===== config.mk =====
export PLATFORM = sky130hd
export DESIGN_NAME = dch_dma_ctrl_flat
export DESIGN_NICKNAME = d
export VERILOG_FILES = /design/src/inc/dch_pkg.sv /design/src/inc/dch_if.sv /design/src/verilog/dch_dma_ctrl.sv /design/src/flat_wrapper.sv
export SDC_FILE = /design/constraint.sdc
export NUM_CORES = 1
export LEC_CHECK = 0
export BUFFER_PORTS_ARGS = -buffer_cell sky130_fd_sc_hd__buf_2
export CAP_MARGIN = 20
export CORE_UTILIZATION = 40
export CTS_CLUSTER_DIAMETER = 120
export DETAILED_ROUTE_END_ITERATION = 6
export SYNTH_ARGS = -nofsm -noshare
export SYNTH_HDL_FRONTEND = slang
export SYNTH_SLANG_ARGS = --single-unit

===== constraint.sdc =====
create_clock -name clk_sys_in -period 1.9 [get_ports clk_sys_in]
set_clock_uncertainty 0.1 [all_clocks]
set_input_delay 0 -clock clk_sys_in [delete_from_list [all_inputs] [get_ports clk_sys_in]]
set_output_delay 0 -clock clk_sys_in [all_outputs]
set_load 0.005 [all_outputs]

===== src/inc/dch_pkg.sv =====
// Shared constants for the DMA channel controller and its I/O card end.
package dch_pkg;
	localparam int CLK_NS = 10;
	localparam int WIN0_NS = 65;
	localparam int WIN1_NS = 1600;
	localparam int RW_SETUP_NS = 15;
	localparam int TICK_NS = 250;
	localparam int STB_MAX_NS = 3500;
	localparam logic [7:0] WIN0_CYC = 8'(WIN0_NS / CLK_NS);
	localparam logic [7:0] WIN1_CYC = 8'(WIN1_NS / CLK_NS);
	localparam logic [1:0] RW_SETUP_CYC = 2'((RW_SETUP_NS + CLK_NS - 1) / CLK_NS);
	localparam logic [4:0] TICK_CYC = 5'(TICK_NS / CLK_NS);
	localparam logic [3:0] TO_LAST = 4'hf;
	localparam logic [7:0] REG_CTRL = 8'h00;
	localparam logic [7:0] REG_COUNT = 8'h04;
	localparam logic [7:0] REG_STATUS = 8'h08;
	localparam int CTRL_ARM = 0;
	localparam int CTRL_PRIO = 1;
	localparam int CTRL_DIR_IN = 2;
	localparam int CTRL_IRQ_EN = 3;
	localparam int ST_ACTIVE = 0;
	localparam int ST_DONE = 1;
	localparam int ST_FAULT = 2;
	localparam int ST_OWN = 3;
	typedef enum logic [2:0] {
		S_IDLE = 3'b000,
		S_BUSREQ = 3'b001,
		S_SETUP = 3'b010,
		S_CYCLE = 3'b011,
		S_HOLD = 3'b100,
		S_RELEASE = 3'b101
	} dch_state_t;
endpackage : dch_pkg


===== src/inc/dch_if.sv =====
// Backplane DMA handshake signals between controller and I/O card end.
`timescale 1ns/10ps
`default_nettype none
interface dch_if;
	logic chan_xfer_request_n;
	logic chan_grant_ack_n;
	logic io_data_ready_n;
	logic bus_addr_strobe_n;
	logic bus_data_strobe_n;
	logic slave_ack_n;
	logic bus_fault_n;
	logic bus_read_write_n;
	logic last_xfer_n;
	modport ctrl (
		input chan_xfer_request_n, io_data_ready_n, slave_ack_n,
		output chan_grant_ack_n, bus_addr_strobe_n, bus_data_strobe_n, bus_fault_n, bus_read_write_n, last_xfer_n
	);
	modport card (
		output chan_xfer_request_n, io_data_ready_n, slave_ack_n,
		input chan_grant_ack_n, bus_addr_strobe_n, bus_data_strobe_n, bus_fault_n, bus_read_write_n, last_xfer_n
	);
endinterface : dch_if
`default_nettype wire


===== src/verilog/dch_dma_ctrl.sv =====
// DMA channel controller: cycle sequencing, bus hold window and strobe timeout.
//
// Decided for this implementation: the register addresses and the strobed register port.
`timescale 1ns/10ps
`default_nettype none
module dch_dma_ctrl
	import dch_pkg::*;
(
	input wire logic clk_sys_in,
	input wire logic reset_n_in,
	dch_if.ctrl link,
	input wire logic [7:0] reg_addr_in,
	input wire logic [31:0] reg_wdata_in,
	input wire logic reg_wr_in,
	input wire logic reg_rd_in,
	output logic [31:0] reg_rdata_out,
	output logic bus_req_out,
	input wire logic bus_grant_in,
	output logic bus_own_out,
	output logic done_irq_out
);
	dch_state_t state_reg;
	logic [3:0] ctrl_reg;
	logic [15:0] count_reg;
	logic active_reg;
	logic done_reg;
	logic fault_reg;
	logic fin_reg;
	logic mem_seen_reg;
	logic io_seen_reg;
	logic [7:0] win_reg;
	logic [1:0] setup_reg;
	logic [4:0] tick_reg;
	logic [3:0] to_reg;
	logic addr_stb_reg;
	logic data_stb_reg;
	logic grant_reg;
	logic rw_reg;
	logic fault_out_reg;
	logic mem_ok;
	logic io_ok;
	logic tick;
	logic fault_hit;
	logic cyc_done;
	logic last_one;

	// ****************************************************************
	// Cycle completion and timeout events
	// ****************************************************************
	always_comb
	begin
		mem_ok = mem_seen_reg | ~link.slave_ack_n;
		io_ok = io_seen_reg | ~link.io_data_ready_n;
		tick = (tick_reg == TICK_CYC - 5'h01);
		fault_hit = addr_stb_reg && tick && (to_reg == TO_LAST);
		cyc_done = (state_reg == S_CYCLE) && mem_ok && io_ok && !fault_hit;
		last_one = (count_reg == 16'h0001);
	end

	// ****************************************************************
	// Strobe timeout counter
	// ****************************************************************
	always_ff @(posedge clk_sys_in or negedge reset_n_in)
	begin
		if (!reset_n_in)
		begin
			tick_reg <= 5'h00;
			to_reg <= 4'h0;
			fault_out_reg <= 1'b0;
		end
		else if (!addr_stb_reg)
		begin
			tick_reg <= 5'h00;
			to_reg <= 4'h0;
			fault_out_reg <= 1'b0;
		end
		else
		begin
			tick_reg <= tick ? 5'h00 : tick_reg + 5'h01;
			if (tick)
				to_reg <= to_reg + 4'h1;
			if (fault_hit)
				fault_out_reg <= 1'b1;
		end
	end

	// ****************************************************************
	// Channel sequencer
	// ****************************************************************
	always_ff @(posedge clk_sys_in or negedge reset_n_in)
	begin
		if (!reset_n_in)
		begin
			state_reg <= S_IDLE;
			addr_stb_reg <= 1'b0;
			data_stb_reg <= 1'b0;
			grant_reg <= 1'b0;
			rw_reg <= 1'b1;
			bus_req_out <= 1'b0;
			bus_own_out <= 1'b0;
			mem_seen_reg <= 1'b0;
			io_seen_reg <= 1'b0;
			win_reg <= 8'h00;
			setup_reg <= 2'h0;
			fin_reg <= 1'b0;
		end
		else
		begin
			case (state_reg)
				S_IDLE:
				begin
					rw_reg <= 1'b1;
					fin_reg <= 1'b0;
					if (active_reg && !link.chan_xfer_request_n)
					begin
						bus_req_out <= 1'b1;
						state_reg <= S_BUSREQ;
					end
				end
				S_BUSREQ:
				begin
					if (!active_reg)
					begin
						bus_req_out <= 1'b0;
						state_reg <= S_IDLE;
					end
					else if (bus_grant_in)
					begin
						bus_req_out <= 1'b0;
						bus_own_out <= 1'b1;
						rw_reg <= ~ctrl_reg[CTRL_DIR_IN];
						setup_reg <= 2'h0;
						state_reg <= S_SETUP;
					end
				end
				S_SETUP:
				begin
					setup_reg <= setup_reg + 2'h1;
					if (setup_reg == RW_SETUP_CYC - 2'h1)
					begin
						addr_stb_reg <= 1'b1;
						grant_reg <= 1'b1;
						data_stb_reg <= ~ctrl_reg[CTRL_DIR_IN];
						mem_seen_reg <= 1'b0;
						io_seen_reg <= 1'b0;
						state_reg <= S_CYCLE;
					end
				end
				S_CYCLE:
				begin
					if (!link.slave_ack_n)
						mem_seen_reg <= 1'b1;
					if (!link.io_data_ready_n)
					begin
						io_seen_reg <= 1'b1;
						data_stb_reg <= 1'b1;
					end
					if (fault_hit)
					begin
						addr_stb_reg <= 1'b0;
						data_stb_reg <= 1'b0;
						grant_reg <= 1'b0;
						state_reg <= S_RELEASE;
					end
					else if (cyc_done)
					begin
						addr_stb_reg <= 1'b0;
						data_stb_reg <= 1'b0;
						grant_reg <= 1'b0;
						win_reg <= 8'h00;
						if (last_one)
						begin
							fin_reg <= 1'b1;
							state_reg <= S_RELEASE;
						end
						else
							state_reg <= S_HOLD;
					end
				end
				S_HOLD:
				begin
					win_reg <= win_reg + 8'h01;
					if (!link.chan_xfer_request_n)
					begin
						setup_reg <= RW_SETUP_CYC - 2'h1;
						state_reg <= S_SETUP;
					end
					else if (win_reg == (ctrl_reg[CTRL_PRIO] ? WIN1_CYC : WIN0_CYC) - 8'h01)
						state_reg <= S_RELEASE;
				end
				S_RELEASE:
				begin
					bus_own_out <= 1'b0;
					state_reg <= S_IDLE;
				end
				default:
				begin
					state_reg <= S_IDLE;
				end
			endcase
		end
	end

	// ****************************************************************
	// Software registers and channel status
	// ****************************************************************
	always_ff @(posedge clk_sys_in or negedge reset_n_in)
	begin
		if (!reset_n_in)
		begin
			ctrl_reg <= 4'h0;
			count_reg <= 16'h0000;
			active_reg <= 1'b0;
			done_reg <= 1'b0;
			fault_reg <= 1'b0;
		end
		else
		begin
			if (reg_wr_in && reg_addr_in == REG_CTRL)
				ctrl_reg <= reg_wdata_in[3:0];
			if (cyc_done)
				count_reg <= count_reg - 16'h0001;
			else if (reg_wr_in && reg_addr_in == REG_COUNT && !active_reg)
				count_reg <= reg_wdata_in[15:0];
			if (fault_hit || (cyc_done && last_one))
				active_reg <= 1'b0;
			else if (reg_wr_in && reg_addr_in == REG_CTRL && reg_wdata_in[CTRL_ARM] && count_reg != 16'h0000)
				active_reg <= 1'b1;
			if (state_reg == S_RELEASE && fin_reg)
				done_reg <= 1'b1;
			else if (reg_wr_in && reg_addr_in == REG_STATUS && reg_wdata_in[ST_DONE])
				done_reg <= 1'b0;
			if (fault_hit)
				fault_reg <= 1'b1;
			else if (reg_wr_in && reg_addr_in == REG_STATUS && reg_wdata_in[ST_FAULT])
				fault_reg <= 1'b0;
		end
	end

	always_ff @(posedge clk_sys_in or negedge reset_n_in)
	begin
		if (!reset_n_in)
			reg_rdata_out <= 32'h00000000;
		else if (reg_rd_in)
		begin
			case (reg_addr_in)
				REG_CTRL: reg_rdata_out <= {28'h0000000, ctrl_reg};
				REG_COUNT: reg_rdata_out <= {16'h0000, count_reg};
				REG_STATUS: reg_rdata_out <= {28'h0000000, bus_own_out, fault_reg, done_reg, active_reg};
				default: reg_rdata_out <= 32'h00000000;
			endcase
		end
		else
			reg_rdata_out <= 32'h00000000;
	end

	// ****************************************************************
	// Interrupt and link outputs
	// ****************************************************************
	assign done_irq_out = done_reg & ctrl_reg[CTRL_IRQ_EN];
	assign link.bus_addr_strobe_n = ~addr_stb_reg;
	assign link.bus_data_strobe_n = ~data_stb_reg;
	assign link.chan_grant_ack_n = ~grant_reg;
	assign link.bus_read_write_n = rw_reg;
	assign link.bus_fault_n = ~fault_out_reg;
	assign link.last_xfer_n = ~(grant_reg & last_one);
endmodule : dch_dma_ctrl
`default_nettype wire


===== src/flat_wrapper.sv =====
// flat-port wrapper written by rule: the top's interface ports become plain ports
module dch_dma_ctrl_flat import dch_pkg::*;
  (clk_sys_in, reset_n_in, reg_addr_in, reg_wdata_in, reg_wr_in, reg_rd_in, reg_rdata_out, bus_req_out, bus_grant_in, bus_own_out, done_irq_out, link_chan_xfer_request_n, link_io_data_ready_n, link_slave_ack_n, link_chan_grant_ack_n, link_bus_addr_strobe_n, link_bus_data_strobe_n, link_bus_fault_n, link_bus_read_write_n, link_last_xfer_n);
  dch_if link_i ();
  input wire logic clk_sys_in;
  input wire logic reset_n_in;
  input wire logic [7:0] reg_addr_in;
  input wire logic [31:0] reg_wdata_in;
  input wire logic reg_wr_in;
  input wire logic reg_rd_in;
  output logic [31:0] reg_rdata_out;
  output logic bus_req_out;
  input wire logic bus_grant_in;
  output logic bus_own_out;
  output logic done_irq_out;
  input wire logic [$bits(link_i.chan_xfer_request_n)-1:0] link_chan_xfer_request_n;
  input wire logic [$bits(link_i.io_data_ready_n)-1:0] link_io_data_ready_n;
  input wire logic [$bits(link_i.slave_ack_n)-1:0] link_slave_ack_n;
  output wire logic [$bits(link_i.chan_grant_ack_n)-1:0] link_chan_grant_ack_n;
  output wire logic [$bits(link_i.bus_addr_strobe_n)-1:0] link_bus_addr_strobe_n;
  output wire logic [$bits(link_i.bus_data_strobe_n)-1:0] link_bus_data_strobe_n;
  output wire logic [$bits(link_i.bus_fault_n)-1:0] link_bus_fault_n;
  output wire logic [$bits(link_i.bus_read_write_n)-1:0] link_bus_read_write_n;
  output wire logic [$bits(link_i.last_xfer_n)-1:0] link_last_xfer_n;
  assign link_i.chan_xfer_request_n = link_chan_xfer_request_n;
  assign link_i.io_data_ready_n = link_io_data_ready_n;
  assign link_i.slave_ack_n = link_slave_ack_n;
  assign link_chan_grant_ack_n = link_i.chan_grant_ack_n;
  assign link_bus_addr_strobe_n = link_i.bus_addr_strobe_n;
  assign link_bus_data_strobe_n = link_i.bus_data_strobe_n;
  assign link_bus_fault_n = link_i.bus_fault_n;
  assign link_bus_read_write_n = link_i.bus_read_write_n;
  assign link_last_xfer_n = link_i.last_xfer_n;
  dch_dma_ctrl u_core (.clk_sys_in(clk_sys_in), .reset_n_in(reset_n_in), .link(link_i), .reg_addr_in(reg_addr_in), .reg_wdata_in(reg_wdata_in), .reg_wr_in(reg_wr_in), .reg_rd_in(reg_rd_in), .reg_rdata_out(reg_rdata_out), .bus_req_out(bus_req_out), .bus_grant_in(bus_grant_in), .bus_own_out(bus_own_out), .done_irq_out(done_irq_out));
endmodule

==> impl_results.rst <==
.. list-table::
   :header-rows: 1

   * - Metric
     - Value
   * - Status
     - finished with violations
   * - Violations in the final reports
     - negative setup slack
   * - Met2 wire len
     - 4.47 mm
   * - Area of the mapped netlist
     - 3800 µm²
   * - Share of cells above drive strength 1
     - 32.4%
   * - FF-to-FF setup slack
     - -0.11 ns
   * - Slowest cell on the critical path
     - or4_4
   * - Count of synthesis-stage warnings from yosys
     - 0
   * - Final count of pins violating max slew
     - 0
   * - Top cells by area in the synthesized netlist
     - dfrtp_1, nor2_1, buf_4
   * - Sum of overflow across all layers after global routing
     - 0
   * - Final Setup Violations
     - 4
   * - Final net count
     - 576
   * - Most area-hungry cell type in the Yosys netlist
     - dfrtp_1
   * - Number of buffers added on ports
     - 56
   * - Worst path cell trace
     - nor4_4 > nand3_2 > or4_4 > o32a_1 > o21a_1
   * - Final worst path period share
     - 106%
   * - Height of the die
     - 99.4 µm
   * - Crit path arrival time
     - 2.15 ns
   * - Unrepaired setup endpoints after global routing
     - yes
   * - Maximum achievable frequency
     - 497 MHz
   * - Ratio of routed vias to standard cells
     - 5.15
   * - Class of the worst hold path
     - in2reg
   * - Routed met1 length
     - 4.41 mm
   * - Pre-antenna DRT Iters
     - 4
   * - Routed length per placed instance
     - 14.7 µm
   * - Commonest non-fill, non-tap cell in the layout
     - dfrtp_1
   * - Routed length on met3
     - 338 µm
   * - CTS root buffer
     - clkbuf_8
   * - Clock slew at the register clock pins of the worst setup and hold paths
     - 0.07 ns
   * - Yosys top cell area share
     - 45.5%
   * - Number of synthesized flops with an enable pin
     - 0
   * - Final core occ
     - 55.0%
   * - Number of antenna violations at the first check in global routing
     - 0
   * - CTS buffer count
     - 9
   * - # placed instances
     - 581
   * - Core footprint
     - 9200 µm²
   * - Cell count after synthesis
     - 386
   * - Top routing layer in use
     - met4
   * - Dominant register cell in the synthesized netlist
     - dfrtp_1
   * - Antenna diode count
     - 0
   * - Horiz. Die Dim
     - 99.4 µm
   * - Biggest fanout along the worst timing path
     - 4
   * - Iteration-0 DRC count of the detailed router
     - 104
   * - Starting density of the core
     - 41.3%
   * - Last weighted congestion value of the routability-driven placer
     - 0.805
   * - CP Class
     - reg2reg
   * - Sequential-to-total area share from yosys stat
     - 46.2%
   * - Bufs on Longest Clock Path
     - 2
   * - Residual DRC count
     - 0
   * - P_leak
     - 0.00234 µW
   * - Post-route antenna net violation count
     - 0
   * - Mean instance size in the synthesized netlist
     - 9.84 µm²
   * - Design area
     - 5050 µm²
   * - Worst path setup slack after routing
     - -0.111 ns
   * - Critical path required time
     - 2.04 ns
   * - CTS tree
     - built
   * - Count of unique library cells instantiated by Yosys
     - 67
   * - Shortest clock period the worst path allows after layout
     - 2.01 ns
   * - Clk_lat worst skew
     - 0.35 ns
   * - Number of sinks handled by clock tree synthesis
     - 70
   * - Max IR drop VDD
     - 0.457 mV
   * - Finished Layout Cells
     - 636
   * - Most used cells in the layout excluding fill and tap cells
     - dfrtp_1, buf_2, buf_4
   * - Layout overhead on the synthesized area
     - 33.1%
   * - Largest net degree at the start of global routing
     - 71
   * - Slowest cell delay on critical path
     - 0.43 ns
   * - Via count
     - 3277
   * - Ratio of total power to cell area
     - 948 nW/µm²
   * - Startpoint type of the worst setup path
     - flop
   * - I/O pin total
     - 89
   * - Hold violation count in the final report
     - 0
   * - Wire length of the first global-routing pass
     - 15.0 mm
   * - Count of fill cells added during filler insertion
     - 832
   * - GRT Total Usage
     - 19.4%
   * - Asr flop ratio synth
     - 100%
   * - Maxcap violations
     - 0
   * - H-tree depth
     - 3
   * - Endpoint kind of the worst setup timing path
     - flop
   * - Flip-flop and latch count after synthesis
     - 70
   * - Post-DP Area
     - 4420 µm²
   * - Total wire length
     - 9.38 mm
   * - Row count
     - 35
   * - Via count of the first global-routing pass
     - 3199
   * - Die footprint
     - 9890 µm²
   * - Detailed-placement wirelength estimate
     - 6.41 mm
timing repair:
action                     CTS  global route
hold buffers                25             2
setup buffers                2            10
resized for setup            5            24
gates cloned                 0             1
pin swaps                    6             6
setup endpoints to repair   12            23
hold endpoints to repair   105             3
final timing paths:
kind | startpoint | endpoint | cells after the start
min reg2reg | u_core.mem_seen_reg | u_core.mem_seen_reg | 2
max | u_core.count_reg[5] | u_core.count_reg[13] | 5
max in group asynchronous | reset_n_in | u_core.link.bus_read_write_n | 3
max reg2reg | u_core.count_reg[5] | u_core.count_reg[13] | 5
min | reg_wr_in | u_core.fault_reg | 5
min in group asynchronous | reset_n_in | u_core.count_reg[6] | 3
kinds of logic after synthesis:
| kind of cell | Yosys count | synth area share [%] |
|---|---|---|
| muxes | 12 | 3.36 |
| AOI/OAI and AO/OA | 86 | 15.4 |
| xor gates and xnor gates | 10 | 2.31 |
| and+or+nand+nor | 151 | 22.9 |
| DFF | 70 | 46.2 |
| other | 1 | 0.0988 |
| buffers and inverters | 48 | 7.18 |
| adders and majority gates | 8 | 2.64 |
metal layers:
metal / GRT usage [%] / vias up
li1: - / 1616
met1: 25.3 / 1570
met2: 32.4 / 74
met3: 4.29 / 17
met4: 6.00 / 0
met5: 0 / -
synth_stat cells (all sizes together), types with 2 or more instances:
| cell type | number |
|---|---|
| o22ai | 7 |
| nor2 | 41 |
| mux2i | 6 |
| nor2b | 3 |
| nand2b | 7 |
| nor3b | 5 |
| a21oi | 25 |
| a21o | 3 |
| or3 | 3 |
| o31ai | 2 |
| nor3 | 6 |
| nand4 | 9 |
| buf | 26 |
| mux2 | 6 |
| nand3 | 18 |
| o21a | 4 |
| xor2 | 7 |
| or4 | 2 |
| a31oi | 3 |
| ha | 8 |
| o221a | 5 |
| clkbuf | 5 |
| o32ai | 3 |
| nand2 | 25 |
| dfrtp | 69 |
| a211oi | 3 |
| inv | 17 |
| and4 | 3 |
| and2 | 15 |
| nand3b | 2 |
| xnor2 | 3 |
| a41o | 2 |
| nor4 | 6 |
| o21ai | 19 |
| and3 | 2 |
critical path, delay by kind of cell (launching register included):
kind	cells	cell delay, ns
compound gates	2	0.41
simple gates	3	0.98
flops	1	0.41
layout make-up:
type | count | area, µm² | share of cell area, %
Multi-Input combinational cell | 283 | 1910 | 37.7
Sequential cell | 70 | 1750 | 34.7
Timing Repair Buffer | 139 | 1010 | 19.9
Tap cell | 111 | 139 | 2.75
Clock buffer | 12 | 135 | 2.67
Inverter | 17 | 63.8 | 1.26
Clock inverter | 4 | 47.5 | 0.941
report_power, final:
part | internal (µW) | switching (µW)
Sequential | 1800 | 358
Clock | 604 | 557
Combinational | 739 | 737
through the flow:
step | power [µW] | hold slack [ns] | setup WS [ns] | TNS [ns]
2_1_floorplan | 2940 | -0.396 | -0.0117 | -0.0117
3_3_place_gp | 3490 | -0.0463 | -0.0372 | -0.175
3_5_place_dp | 3520 | -0.0431 | -0.0808 | -0.429
4_1_cts | 4740 | 0.0323 | -0.0949 | -0.347
5_1_grt | 5100 | 0.0724 | -0.179 | -0.779
6_report | 4790 | 0.0422 | -0.111 | -0.153
No activity file was read; power rests on OpenSTA's default activity.
